File: src/pkg/tlvi_defs.svh
/*
 * Constants of the two-level vectored interrupt unit: vector layout, call length,
 * configuration selects, writable-bit masks and request flag positions.
 * Assumes it is included once per compilation unit by its bare name.
 */
`ifndef TLVI_DEFS_SVH
`define TLVI_DEFS_SVH

`define TLVI_NUM_SRC 18
`define TLVI_NUM_EXT 7
`define TLVI_NUM_FLAG 20
`define TLVI_VEC_BASE 16'h0003
`define TLVI_VEC_SHIFT 3
`define TLVI_CALL_CYCLES 2'h2
`define TLVI_CFG_RESET 8'h00
`define TLVI_WDT_SRC 5'h06

// configuration select codes
`define TLVI_SEL_EN_A 3'h0
`define TLVI_SEL_EN_B 3'h1
`define TLVI_SEL_EN_C 3'h2
`define TLVI_SEL_PRI_A 3'h3
`define TLVI_SEL_PRI_B 3'h4
`define TLVI_SEL_PRI_C 3'h5
`define TLVI_SEL_TRIG 3'h6
`define TLVI_GLOBAL_BIT 7

// writable bits per configuration byte
`define TLVI_MASK_EN_A 8'hFF
`define TLVI_MASK_EN_B 8'hFF
`define TLVI_MASK_EN_C 8'h07
`define TLVI_MASK_PRI_A 8'h3F
`define TLVI_MASK_PRI_B 8'h1F
`define TLVI_MASK_PRI_C 8'h7F
`define TLVI_MASK_TRIG 8'h3F

// request flag positions, external pins occupy 0..6
`define TLVI_FLAG_T0 7
`define TLVI_FLAG_T1 8
`define TLVI_FLAG_URX 9
`define TLVI_FLAG_UTX 10
`define TLVI_FLAG_T2 11
`define TLVI_FLAG_T2X 12
`define TLVI_FLAG_WDT 13
`define TLVI_FLAG_IFC 14
`define TLVI_FLAG_ADC 15
`define TLVI_FLAG_S1 16
`define TLVI_FLAG_S2 17
`define TLVI_FLAG_T3 18
`define TLVI_FLAG_T4 19

`endif

File: src/pkg/tlvi_pkg.sv
/*
 * Types of the two-level vectored interrupt unit.
 * Assumes the defines header is compiled alongside; field order of the
 * peripheral struct matches the flag positions in the header.
 */
`default_nettype none

package tlvi_pkg;

	// msb first: timer4 sits at flag 19, timer0 at flag 7
	typedef struct packed {
		logic timer4_overflow_flag;
		logic timer3_overflow_flag;
		logic serial2_request_flag;
		logic serial1_request_flag;
		logic converter_request_flag;
		logic ifcount_request_flag;
		logic watchdog_request_flag;
		logic timer2_external_flag;
		logic timer2_overflow_flag;
		logic uart_transmit_flag;
		logic uart_receive_flag;
		logic timer1_overflow_flag;
		logic timer0_overflow_flag;
	} tlvi_periph_t;

	typedef struct packed {
		logic valid;
		logic level;
		logic [15:0] vector;
	} tlvi_call_t;

	typedef enum logic {
		CALL_IDLE,
		CALL_BUSY
	} tlvi_call_state_t;

endpackage

`default_nettype wire

File: src/hw/tlvi_top.sv
/*
 * Two-level vectored interrupt unit: request flags, enables, priorities,
 * machine-cycle sampling and polling, hardware call and in-progress tracking.
 * Assumes the core gives a sample-point strobe once per machine cycle, marks the
 * final cycle of each instruction, pulses on return-from-interrupt, and performs
 * the stack push and program counter load while the call output is valid.
 */
`default_nettype none
`include "tlvi_defs.svh"


module tlvi_top
	import tlvi_pkg::*;
(
	// clock and reset
	input wire logic i_sys_clk,
	input wire logic i_resetn,
	// machine cycle and instruction timing from the core
	input wire logic i_sample_point,
	input wire logic i_instr_last,
	input wire logic i_reti,
	// external request pins, active low
	input wire logic [6:0] i_ext_request_n,
	// peripheral set pulses and watchdog mode
	input wire tlvi_periph_t i_periph_set,
	input wire logic i_watchdog_nmi,
	// configuration writes
	input wire logic i_cfg_write,
	input wire logic [2:0] i_cfg_sel,
	input wire logic [7:0] i_cfg_wdata,
	// software flag writes
	input wire logic i_flag_write,
	input wire logic [4:0] i_flag_index,
	input wire logic i_flag_value,
	// call request and status
	output tlvi_call_t o_call,
	output logic [1:0] o_in_progress,
	output logic [19:0] o_flags
);
	logic [6:0] ext_sync;
	logic [6:0] ext_active;
	logic [6:0] edge_mode;
	logic [6:0] ext_prev_reg;
	logic [6:0] ext_prev_next;
	logic [19:0] flag_reg;
	logic [19:0] flag_next;
	logic [17:0] src_req;
	logic [17:0] sample_reg;
	logic [17:0] sample_next;
	logic [7:0] cfg_reg [7];
	logic [7:0] cfg_next [7];
	logic [17:0] en_vec;
	logic [17:0] pri_vec;
	logic [17:0] eff_req;
	logic [17:0] eff_high;
	logic arb_found;
	logic arb_level;
	logic [4:0] arb_index;
	logic hold_reg;
	logic hold_next;
	logic [1:0] inprog_reg;
	logic [1:0] inprog_next;
	tlvi_call_state_t state_reg;
	tlvi_call_state_t state_next;
	logic [1:0] cnt_reg;
	logic [1:0] cnt_next;
	tlvi_call_t call_reg;
	tlvi_call_t call_next;
	logic en_pri_write;
	logic poll_ok;
	logic start_call;
	logic clr_valid;
	logic [4:0] clr_idx;

	tlvi_sync u_sync (
		.i_sys_clk(i_sys_clk),
		.i_resetn(i_resetn),
		.i_async(i_ext_request_n),
		.o_sync(ext_sync)
	);

	assign ext_active = ~ext_sync;
	assign edge_mode = {1'b1, cfg_reg[`TLVI_SEL_TRIG][5:0]};

	// polling-order view of the flags
	always_comb begin
		src_req[0] = flag_reg[0];
		src_req[1] = flag_reg[`TLVI_FLAG_T0];
		src_req[2] = flag_reg[1];
		src_req[3] = flag_reg[`TLVI_FLAG_T1];
		src_req[4] = flag_reg[`TLVI_FLAG_URX] | flag_reg[`TLVI_FLAG_UTX];
		src_req[5] = flag_reg[`TLVI_FLAG_T2] | flag_reg[`TLVI_FLAG_T2X];
		src_req[6] = flag_reg[`TLVI_FLAG_WDT];
		src_req[7] = flag_reg[`TLVI_FLAG_IFC];
		src_req[8] = flag_reg[`TLVI_FLAG_ADC];
		src_req[9] = flag_reg[2];
		src_req[10] = flag_reg[3];
		src_req[11] = flag_reg[4];
		src_req[12] = flag_reg[`TLVI_FLAG_S1];
		src_req[13] = flag_reg[`TLVI_FLAG_S2];
		src_req[14] = flag_reg[5];
		src_req[15] = flag_reg[6];
		src_req[16] = flag_reg[`TLVI_FLAG_T3];
		src_req[17] = flag_reg[`TLVI_FLAG_T4];
	end

	// enables and priorities spread over three bytes each
	always_comb begin
		en_vec = {cfg_reg[`TLVI_SEL_EN_C][2:0], cfg_reg[`TLVI_SEL_EN_B],
			cfg_reg[`TLVI_SEL_EN_A][6:0]};
		pri_vec = {cfg_reg[`TLVI_SEL_PRI_C][6:0], cfg_reg[`TLVI_SEL_PRI_B][4:0],
			cfg_reg[`TLVI_SEL_PRI_A][5:0]};
		eff_req = sample_reg & en_vec & {18{cfg_reg[`TLVI_SEL_EN_A][`TLVI_GLOBAL_BIT]}};
		eff_high = pri_vec;
		// non-maskable watchdog ignores all enables and always ranks high
		if (i_watchdog_nmi) begin
			eff_req[`TLVI_WDT_SRC] = sample_reg[`TLVI_WDT_SRC];
			eff_high[`TLVI_WDT_SRC] = 1'b1;
		end
	end

	tlvi_arbiter u_arbiter (
		.i_req(eff_req),
		.i_high(eff_high),
		.i_allow_low(inprog_reg == 2'h0),
		.i_allow_high(!inprog_reg[1]),
		.o_found(arb_found),
		.o_level(arb_level),
		.o_index(arb_index)
	);

	// which flag, if any, the hardware clears when a source is vectored
	always_comb begin
		clr_valid = 1'b1;
		clr_idx = 5'h00;
		case (arb_index)
			5'h00: begin clr_idx = 5'h00; clr_valid = edge_mode[0]; end
			5'h01: clr_idx = 5'(`TLVI_FLAG_T0);
			5'h02: begin clr_idx = 5'h01; clr_valid = edge_mode[1]; end
			5'h03: clr_idx = 5'(`TLVI_FLAG_T1);
			5'h05: clr_idx = 5'(`TLVI_FLAG_T2);
			5'h09: begin clr_idx = 5'h02; clr_valid = edge_mode[2]; end
			5'h0A: begin clr_idx = 5'h03; clr_valid = edge_mode[3]; end
			5'h0B: begin clr_idx = 5'h04; clr_valid = edge_mode[4]; end
			5'h0E: begin clr_idx = 5'h05; clr_valid = edge_mode[5]; end
			5'h0F: clr_idx = 5'h06;
			5'h10: clr_idx = 5'(`TLVI_FLAG_T3);
			5'h11: clr_idx = 5'(`TLVI_FLAG_T4);
			default: clr_valid = 1'b0;
		endcase
	end

	assign en_pri_write = i_cfg_write && (i_cfg_sel <= `TLVI_SEL_PRI_C);
	// a return or enable/priority write in this instruction blocks its poll
	assign poll_ok = i_sample_point && i_instr_last && !hold_reg && !i_reti
		&& !en_pri_write && (state_reg == CALL_IDLE);
	assign start_call = poll_ok && arb_found;

	// request flags
	always_comb begin
		flag_next = flag_reg;
		ext_prev_next = ext_prev_reg;
		sample_next = sample_reg;
		if (i_sample_point) begin
			// fresh snapshot each cycle, nothing carried from a denied poll
			sample_next = src_req;
			ext_prev_next = ext_active;
			for (int i = 0; i < 6; i++) begin
				if (!edge_mode[i]) begin
					flag_next[i] = ext_active[i];
				end
			end
		end
		if (i_flag_write && (i_flag_index < 5'(`TLVI_NUM_FLAG))) begin
			flag_next[i_flag_index] = i_flag_value;
		end
		if (start_call && clr_valid) begin
			flag_next[clr_idx] = 1'b0;
		end
		// sets last so a set beats a clear in the same cycle
		if (i_sample_point) begin
			for (int i = 0; i < 7; i++) begin
				if (edge_mode[i] && ext_active[i] && !ext_prev_reg[i]) begin
					flag_next[i] = 1'b1;
				end
			end
		end
		flag_next[19:7] = flag_next[19:7] | i_periph_set;
	end

	always_ff @(posedge i_sys_clk or negedge i_resetn) begin
		if (!i_resetn) begin
			flag_reg <= 20'h00000;
			ext_prev_reg <= 7'h00;
			sample_reg <= 18'h00000;
		end else begin
			flag_reg <= flag_next;
			ext_prev_reg <= ext_prev_next;
			sample_reg <= sample_next;
		end
	end

	// configuration bytes; reserved priority bits never stored
	always_comb begin
		for (int i = 0; i < 7; i++) begin
			cfg_next[i] = cfg_reg[i];
		end
		if (i_cfg_write) begin
			case (i_cfg_sel)
				`TLVI_SEL_EN_A: cfg_next[0] = i_cfg_wdata & `TLVI_MASK_EN_A;
				`TLVI_SEL_EN_B: cfg_next[1] = i_cfg_wdata & `TLVI_MASK_EN_B;
				`TLVI_SEL_EN_C: cfg_next[2] = i_cfg_wdata & `TLVI_MASK_EN_C;
				`TLVI_SEL_PRI_A: cfg_next[3] = i_cfg_wdata & `TLVI_MASK_PRI_A;
				`TLVI_SEL_PRI_B: cfg_next[4] = i_cfg_wdata & `TLVI_MASK_PRI_B;
				`TLVI_SEL_PRI_C: cfg_next[5] = i_cfg_wdata & `TLVI_MASK_PRI_C;
				`TLVI_SEL_TRIG: cfg_next[6] = i_cfg_wdata & `TLVI_MASK_TRIG;
				default: cfg_next[0] = cfg_reg[0];
			endcase
		end
	end

	always_ff @(posedge i_sys_clk or negedge i_resetn) begin
		if (!i_resetn) begin
			for (int i = 0; i < 7; i++) begin
				cfg_reg[i] <= `TLVI_CFG_RESET;
			end
		end else begin
			for (int i = 0; i < 7; i++) begin
				cfg_reg[i] <= cfg_next[i];
			end
		end
	end

	// one-instruction hold and in-progress levels
	always_comb begin
		hold_next = hold_reg;
		if (i_sample_point && i_instr_last) begin
			hold_next = 1'b0;
		end else if (i_reti || en_pri_write) begin
			hold_next = 1'b1;
		end
		// a plain return has no port here, so it cannot touch these bits
		inprog_next = inprog_reg;
		if (i_reti) begin
			if (inprog_reg[1]) begin
				inprog_next[1] = 1'b0;
			end else begin
				inprog_next[0] = 1'b0;
			end
		end
		if (start_call) begin
			inprog_next[arb_level] = 1'b1;
		end
	end

	always_ff @(posedge i_sys_clk or negedge i_resetn) begin
		if (!i_resetn) begin
			hold_reg <= 1'b0;
			inprog_reg <= 2'h0;
		end else begin
			hold_reg <= hold_next;
			inprog_reg <= inprog_next;
		end
	end

	// call sequencer: vector held for the two machine cycles of the call
	always_comb begin
		state_next = state_reg;
		cnt_next = cnt_reg;
		call_next = call_reg;
		case (state_reg)
			CALL_IDLE: begin
				if (start_call) begin
					state_next = CALL_BUSY;
					cnt_next = `TLVI_CALL_CYCLES;
					call_next.valid = 1'b1;
					call_next.level = arb_level;
					call_next.vector = `TLVI_VEC_BASE
						+ {8'h00, arb_index, 3'h0};
				end
			end
			CALL_BUSY: begin
				if (i_sample_point) begin
					cnt_next = cnt_reg - 2'h1;
					if (cnt_reg == 2'h1) begin
						state_next = CALL_IDLE;
						call_next.valid = 1'b0;
					end
				end
			end
			default: begin
				state_next = CALL_IDLE;
				call_next.valid = 1'b0;
			end
		endcase
	end

	always_ff @(posedge i_sys_clk or negedge i_resetn) begin
		if (!i_resetn) begin
			state_reg <= CALL_IDLE;
			cnt_reg <= 2'h0;
			call_reg <= '0;
		end else begin
			state_reg <= state_next;
			cnt_reg <= cnt_next;
			call_reg <= call_next;
		end
	end

	assign o_call = call_reg;
	assign o_in_progress = inprog_reg;
	assign o_flags = flag_reg;
endmodule // tlvi_top

`default_nettype wire

File: src/hw/tlvi_sync.sv
/*
 * Two-flop synchroniser for the external request pins.
 * Assumes pins idle high, so both stages reset to ones.
 */
`default_nettype none

module tlvi_sync (
	// clock and reset
	input wire logic i_sys_clk,
	input wire logic i_resetn,
	// pins and synchronised copy
	input wire logic [6:0] i_async,
	output logic [6:0] o_sync
);
	logic [6:0] meta_reg;
	logic [6:0] sync_reg;

	// first stage read only by the second
	always_ff @(posedge i_sys_clk or negedge i_resetn) begin
		if (!i_resetn) begin
			meta_reg <= 7'h7F;
			sync_reg <= 7'h7F;
		end else begin
			meta_reg <= i_async;
			sync_reg <= meta_reg;
		end
	end

	assign o_sync = sync_reg;
endmodule // tlvi_sync

`default_nettype wire

File: src/hw/tlvi_arbiter.sv
/*
 * Combinational winner selection over the eighteen polled requests.
 * Assumes requests are already enable-gated; index 0 is first in polling order.
 */
`default_nettype none

module tlvi_arbiter
	import tlvi_pkg::*;
(
	// requests and their levels
	input wire logic [17:0] i_req,
	input wire logic [17:0] i_high,
	input wire logic i_allow_low,
	input wire logic i_allow_high,
	// winner
	output logic o_found,
	output logic o_level,
	output logic [4:0] o_index
);
	logic [17:0] hi_req;
	logic [17:0] lo_req;

	always_comb begin
		hi_req = i_req & i_high & {18{i_allow_high}};
		lo_req = i_req & ~i_high & {18{i_allow_low}};
		o_found = 1'b0;
		o_level = 1'b0;
		o_index = 5'h00;
		// scan downward so the earliest in polling order lands last
		for (int i = 17; i >= 0; i--) begin
			if (lo_req[i]) begin
				o_index = 5'(i);
			end
		end
		for (int i = 17; i >= 0; i--) begin
			if (hi_req[i]) begin
				o_index = 5'(i);
			end
		end
		o_found = |hi_req | |lo_req;
		o_level = |hi_req;
	end
endmodule // tlvi_arbiter

`default_nettype wire

File: config.mk
export PLATFORM = sky130hd
export DESIGN_NAME = tlvi_top
export DESIGN_NICKNAME = d
export VERILOG_FILES = /design/src/pkg/tlvi_pkg.sv /design/src/hw/tlvi_top.sv /design/src/hw/tlvi_sync.sv /design/src/hw/tlvi_arbiter.sv
export VERILOG_INCLUDE_DIRS = /design/src /design/src/pkg
export SDC_FILE = /design/constraint.sdc
export NUM_CORES = 1
export LEC_CHECK = 0
export ABC_CLOCK_PERIOD_IN_PS = 4400
export BUFFER_PORTS_ARGS = -buffer_cell sky130_fd_sc_hd__buf_2
export CAP_MARGIN = 20
export CORE_UTILIZATION = 45
export CTS_CLUSTER_SIZE = 25
export DETAILED_ROUTE_END_ITERATION = 8
export PLACE_DENSITY_LB_ADDON = 0.2
export SYNTH_ARGS = -nofsm -noshare
export SYNTH_HDL_FRONTEND = slang
export SYNTH_SLANG_ARGS = --single-unit
File: constraint.sdc
create_clock -name i_sys_clk -period 4.4 [get_ports i_sys_clk]
set_input_delay 0.88 -clock i_sys_clk [delete_from_list [all_inputs] [get_ports i_sys_clk]]
set_output_delay 0.88 -clock i_sys_clk [all_outputs]
set_load 0.1 [all_outputs]
# Word level (Yosys, flattened, before mapping)
# Cells that the tools add are included.
# op_classes
n_addsub,2
n_lt_le_gt_ge,8
eq_ne,21
muxes,80
bitwise_logic,16
n_reduce_logical,54
# ops
operator,count
$mux 5,36
$and 18x18->18,6
$pmux 5 s11,1
$mux 20,2
$reduce_or 18->1,2
$mux 1,26
$eq 5x4->1 const B,5
$logic_and 1x1->1,25
$and 20x20->20,1
$bwmux 20,1
$not 20->20,1
$mux 18,1
$not 18->18,1
$reduce_and 2->1,9
$or 13x13->13,1
$lt 5x6->1 const B,2
$logic_not 1->1,11
$demux 1 s5,2
$eq 5x2->1 const B,2
$eq 5x5->1 const B,2
$ge 5x1->1 const B,2
$add 2x8->9 const A,1
$eq 3x3->1 const B,3
$mux 2,4
other kinds (29),34
# word_totals
regBits,126
input_bits,45
out_inout_bits,40
wordCells,200

# Longest topological paths before layout
# logic_depth
word_depth,52
depth_mapped,13
depth_no_buf,10

# Modules after synthesis
# A second synthesis with hierarchy kept.
# unflattened
hier_cells,591
hier_area_um2,6213.5
# modules_own_cells
module,n_inst,cells_per_inst,area_each_um2
tlvi_top,1,450,5041.1
tlvi_arbiter,1,127,804.5
tlvi_sync,1,14,367.9

# Least setup slack after synthesis
# OpenSTA, ideal clock, no wires.
# synth_timing
path_kind,reg2reg
start,register inprog_reg[1] (netlist: o_in_progress[1])
end,register flag_reg[0] (netlist: o_flags[0])
setup_time_ns,0.137
t_arrival_ns,3.391
required_time_ns,4.263
setup_slack_ns,0.871
path_stages_with_launch,13
path_buffers,2
period_less_slack_ns,3.529
cell_sequence,dfrtp_1 or3b_1 buf_6 buf_6 a41oi_2 o221ai_1 a311o_1 o21a_1 or3b_1 a22oi_2 nor4_4 nor4_2 a31oi_1
# synth_between
elab_chain_cells,49
elab_cells_between_ends,70
classes_between,order compare: 2; eq/ne: 11; mux: 43; bitwise: 5; reduce/logical: 9
# synth_rtl
item,line_no,source
start: declaration,tlvi_top.sv:61,logic [1:0] inprog_reg;
start signal: assignment,tlvi_top.sv:262,inprog_reg <= inprog_next;
$logic_not 2->1,tlvi_top.sv:125,".i_allow_low(inprog_reg == 2'h0),"
$and 18x18->18,tlvi_arbiter.sv:25,lo_req = i_req & ~i_high & {18{i_allow_low}};
$mux 5 (18 in series),tlvi_arbiter.sv:31,if (lo_req[i]) begin
$mux 5 (18 in series),tlvi_arbiter.sv:36,if (hi_req[i]) begin
$eq 5x5->1 (tied with other cells),tlvi_top.sv:136,case (arb_index)
$pmux 5 s11,tlvi_top.sv:136,
$lt 5x6->1 (implied by the code) or $ge 5x1->1 (tied branches),tlvi_top.sv:178,flag_next[clr_idx] = 1'b0;
$logic_and 1x1->1 (implied by the code),tlvi_top.sv:178,
$mux 1 (implied by the code),tlvi_top.sv:178,
$demux 1 s5,tlvi_top.sv:178,
$not 20->20 (no source line),n/a,
$and 20x20->20 (no source line),n/a,
$mux 20 (*),tlvi_top.sv:177,if (start_call && clr_valid) begin
$mux 1,tlvi_top.sv:183,if (edge_mode[i] && ext_active[i] && !ext_prev_reg[i]) begin
$mux 7 (*),tlvi_top.sv:181,if (i_sample_point) begin
net flag_next[0],tlvi_top.sv:46,logic [19:0] flag_next;
end signal: assignment,tlvi_top.sv:197,flag_reg <= flag_next;
end: declaration,tlvi_top.sv:45,logic [19:0] flag_reg;
# The timed path passes the listed nets; every way through them passes the cells marked *.
# A chain may end at the register's enable or synchronous reset.

# Worst setup path in the final report
# layout_timing
start,register inprog_reg[1] (netlist: o_in_progress[1])
end,register flag_reg[3] (netlist: o_flags[3])
# The elaborated chain is that of the path after synthesis.

==> results.cfg <==
[sta]
fmax_ghz = 0.265
setup-tns-final_ps = 0
period_minus_slack_ps = 3770
tightestPinTransition_ps = 986
rsz0062_at_grt = false
setup_viol = 0
finalClockSkew_ps = 7.25
fin_crit_sh_pct = 85.8
relSlewSlack_pct = 33.7
hold_viol_final = 0
drv_slew = 0

[clocking]
clk_latency_ps = 420
clkSinkCount = 116
cts-root-buf = clkbuf_16
cts_setup_buffers = 0
clk_pin_slew_ps = 60
cts_tree = yes
cts_resized = 0
cts_buffers = 17
postCtsHoldBufs = 0
clk_path_buf_depth = 2
htree_num_levels = 4

[die]
dieArea_um2 = 14100
die_x_um = 119
start_util_pct = 46.2
die_y_um = 119
rows = 42
core_um2 = 13200
io-pin-count = 85

[route]
viasPerCell = 5.87
drt-total-wl_mm = 16.8
drc_errors = 0
drtPass1Iterations = 4
drtIter0Drc = 349
wl_per_cell_um = 20.3
vias = 4857
drtAntennaViolNets = 0

[logic_synthesis]
synth.distinct_cells = 79
ys_async_sr_fraction_pct = 100
syn_area_um2 = 6120
synth_top_area_cell = dfrtp_1
syn_area_per_cell_um2 = 10.6
synth_area_leaders = dfrtp_1 (42%), mux2_2 (11%), dfstp_2 (6.0%)
yosys_warnings = 0
syn_inst = 576
synth-seq-cells = 116
synth_edf_count = 0
yosysSeqAreaShare_pct = 47.7
synth_top_area_share_pct = 41.7
ys.flop_type = dfrtp_1

[run]
maxCapViolations = 0

[final_layout]
design_area_um2 = 7180
area_growth_pct = 17.4
largest_register_ffs = 43
diodes = 0
nets = 684
final_cell_mix = dfrtp_1 (102), buf_2 (74), mux2_2 (59), nand2_1 (56), o21ai_0 (37)
drive_gt1_share_pct = 31.6
mostFrequentLayoutCell = dfrtp_1

[setup_path]
end_kind = register
critPathArrivalTime_ps = 4060
crit_type = register to register
required_ps = 4680
startpoint_type = register
critical_path.max_fanout = 18

[global_routing]
antenna_found_initial = 0
top_usage_layer = met2
grt_pass1_vias = 4859
gr-usage-all-layers_pct = 25.5
grt_max_degree = 44
gr-total-overflow = 0
use_met3_pct = 5.16
met2_usage_pct = 40.0
grt_util_met1_pct = 34.8
grt_first_pass_wirelength_mm = 26.9

[power]
p_leak_nw = 2.97
ir_worst_vdd_uv = 316
power.clock.fraction_pct = 34.3
seq_power_share_pct = 31.5
p_per_area_nw_per_um2 = 630
p_sw_w = 0.00176
combPwrFrac_pct = 34.2
power_w = 0.00453
p_int_w = 0.00277
switching_share_pct = 38.9

[status]
status = finished, final reports clean

[placement]
dp_hpwl_mm = 12.8
placed_cell_area_um2 = 6520
io_buffers = 75
place.gp.congestion = 0.880

[hold_path]
holdCritPathClass = register to register
==> through the flow <==
| step | util [%] | cells | hold slack [ps] | setup WS (ps) |
|---|---|---|---|---|
| after CTS | 54.3 | 827 | 353 | 604 |
| after global routing | 54.3 | 827 | 360 | 339 |
| after detailed placement | 49.2 | 795 | 347 | 631 |
| after global placement | 49.2 | 795 | 347 | 702 |
| after floorplan | - | 584 | 345 | 871 |
| final | 54.3 | 827 | 352 | 627 |
==> kinds of logic after synthesis <==
kind of cell    Yosys count  synth area share, %
simple gates            195                 17.9
compound gates          139                 16.5
flops                   116                 47.7
mux                      67                 12.2
buf+inv                  57                 5.42
fa+ha+maj                 1                0.205
other cells               1               0.0613
==> cell type report <==
class / count / area [um2]
fill: 1185 / 6060
sequential: 116 / 2920
multi-input combinational: 411 / 2910
clock buffer: 20 / 467
timing repair buffer: 81 / 423
tap: 176 / 220
clock inverter: 12 / 199
inverter: 11 / 41.3
==> worst paths after layout <==
path	start	to	slack, ps	cells past startpoint
setup / recovery	o_in_progress[1]	o_flags[3]	630	10
hold / removal	u_sync.meta_reg[0]	u_sync.o_sync[0]	350	0
setup reg to reg	o_in_progress[1]	o_flags[3]	630	10
hold reg to reg	u_sync.meta_reg[0]	u_sync.o_sync[0]	350	0
max in group asynchronous	i_resetn	u_sync.meta_reg[0]	3070	2
min in group asynchronous	i_resetn	cfg_reg[46]	400	1
==> power groups by stage <==
stage | clock [W] | combinational, W | sequential (W)
2_1_floorplan | 0 | 0.00105 | 0.00161
3_3_place_gp | 0 | 0.00152 | 0.00143
3_5_place_dp | 0 | 0.00153 | 0.00144
4_1_cts | 0.00158 | 0.00154 | 0.00143
5_1_grt | 0.00162 | 0.00165 | 0.00146
6_report | 0.00155 | 0.00155 | 0.00143
==> synth_stat cells, types with 5 or more instances <==
cell type	instances
nand2_1	56
a21o_1	6
mux2i_1	8
nor2_1	28
nor3b_1	7
a21oi_1	14
nand2b_1	8
dfrtp_1	102
clkbuf_1	12
a311o_1	5
mux2_2	59
and3b_1	8
nand3b_1	11
a31oi_1	9
inv_1	10
a21boi_0	6
dfstp_2	14
o311ai_0	7
nand3_1	23
buf_4	26
o21ai_0	37
and2_1	7
o21a_1	5
nor3_1	8
==> worst max-delay path, stage by stage, from the launching register on <==
cell       delay (ps)
dfrtp_1           460
or3b_1            670
a2111oi_1         430
o221ai_1          190
a311o_1           410
o21a_1            240
or3b_1            430
a22oi_2           200
nor4_4            110
nor4_1            320
o32ai_1           150
==> routing by layer <==
metal / share of wire [%] / vias to the layer above / wire length (um)
met5: 0 / - / 0
met3: 4.6 / 23 / 770
met4: 2.0 / 0 / 329
met1: 47 / 2447 / 7840
met2: 47 / 145 / 7830
li1: - / 2242 / -
Note: power is estimated with default switching activity, not from simulation.
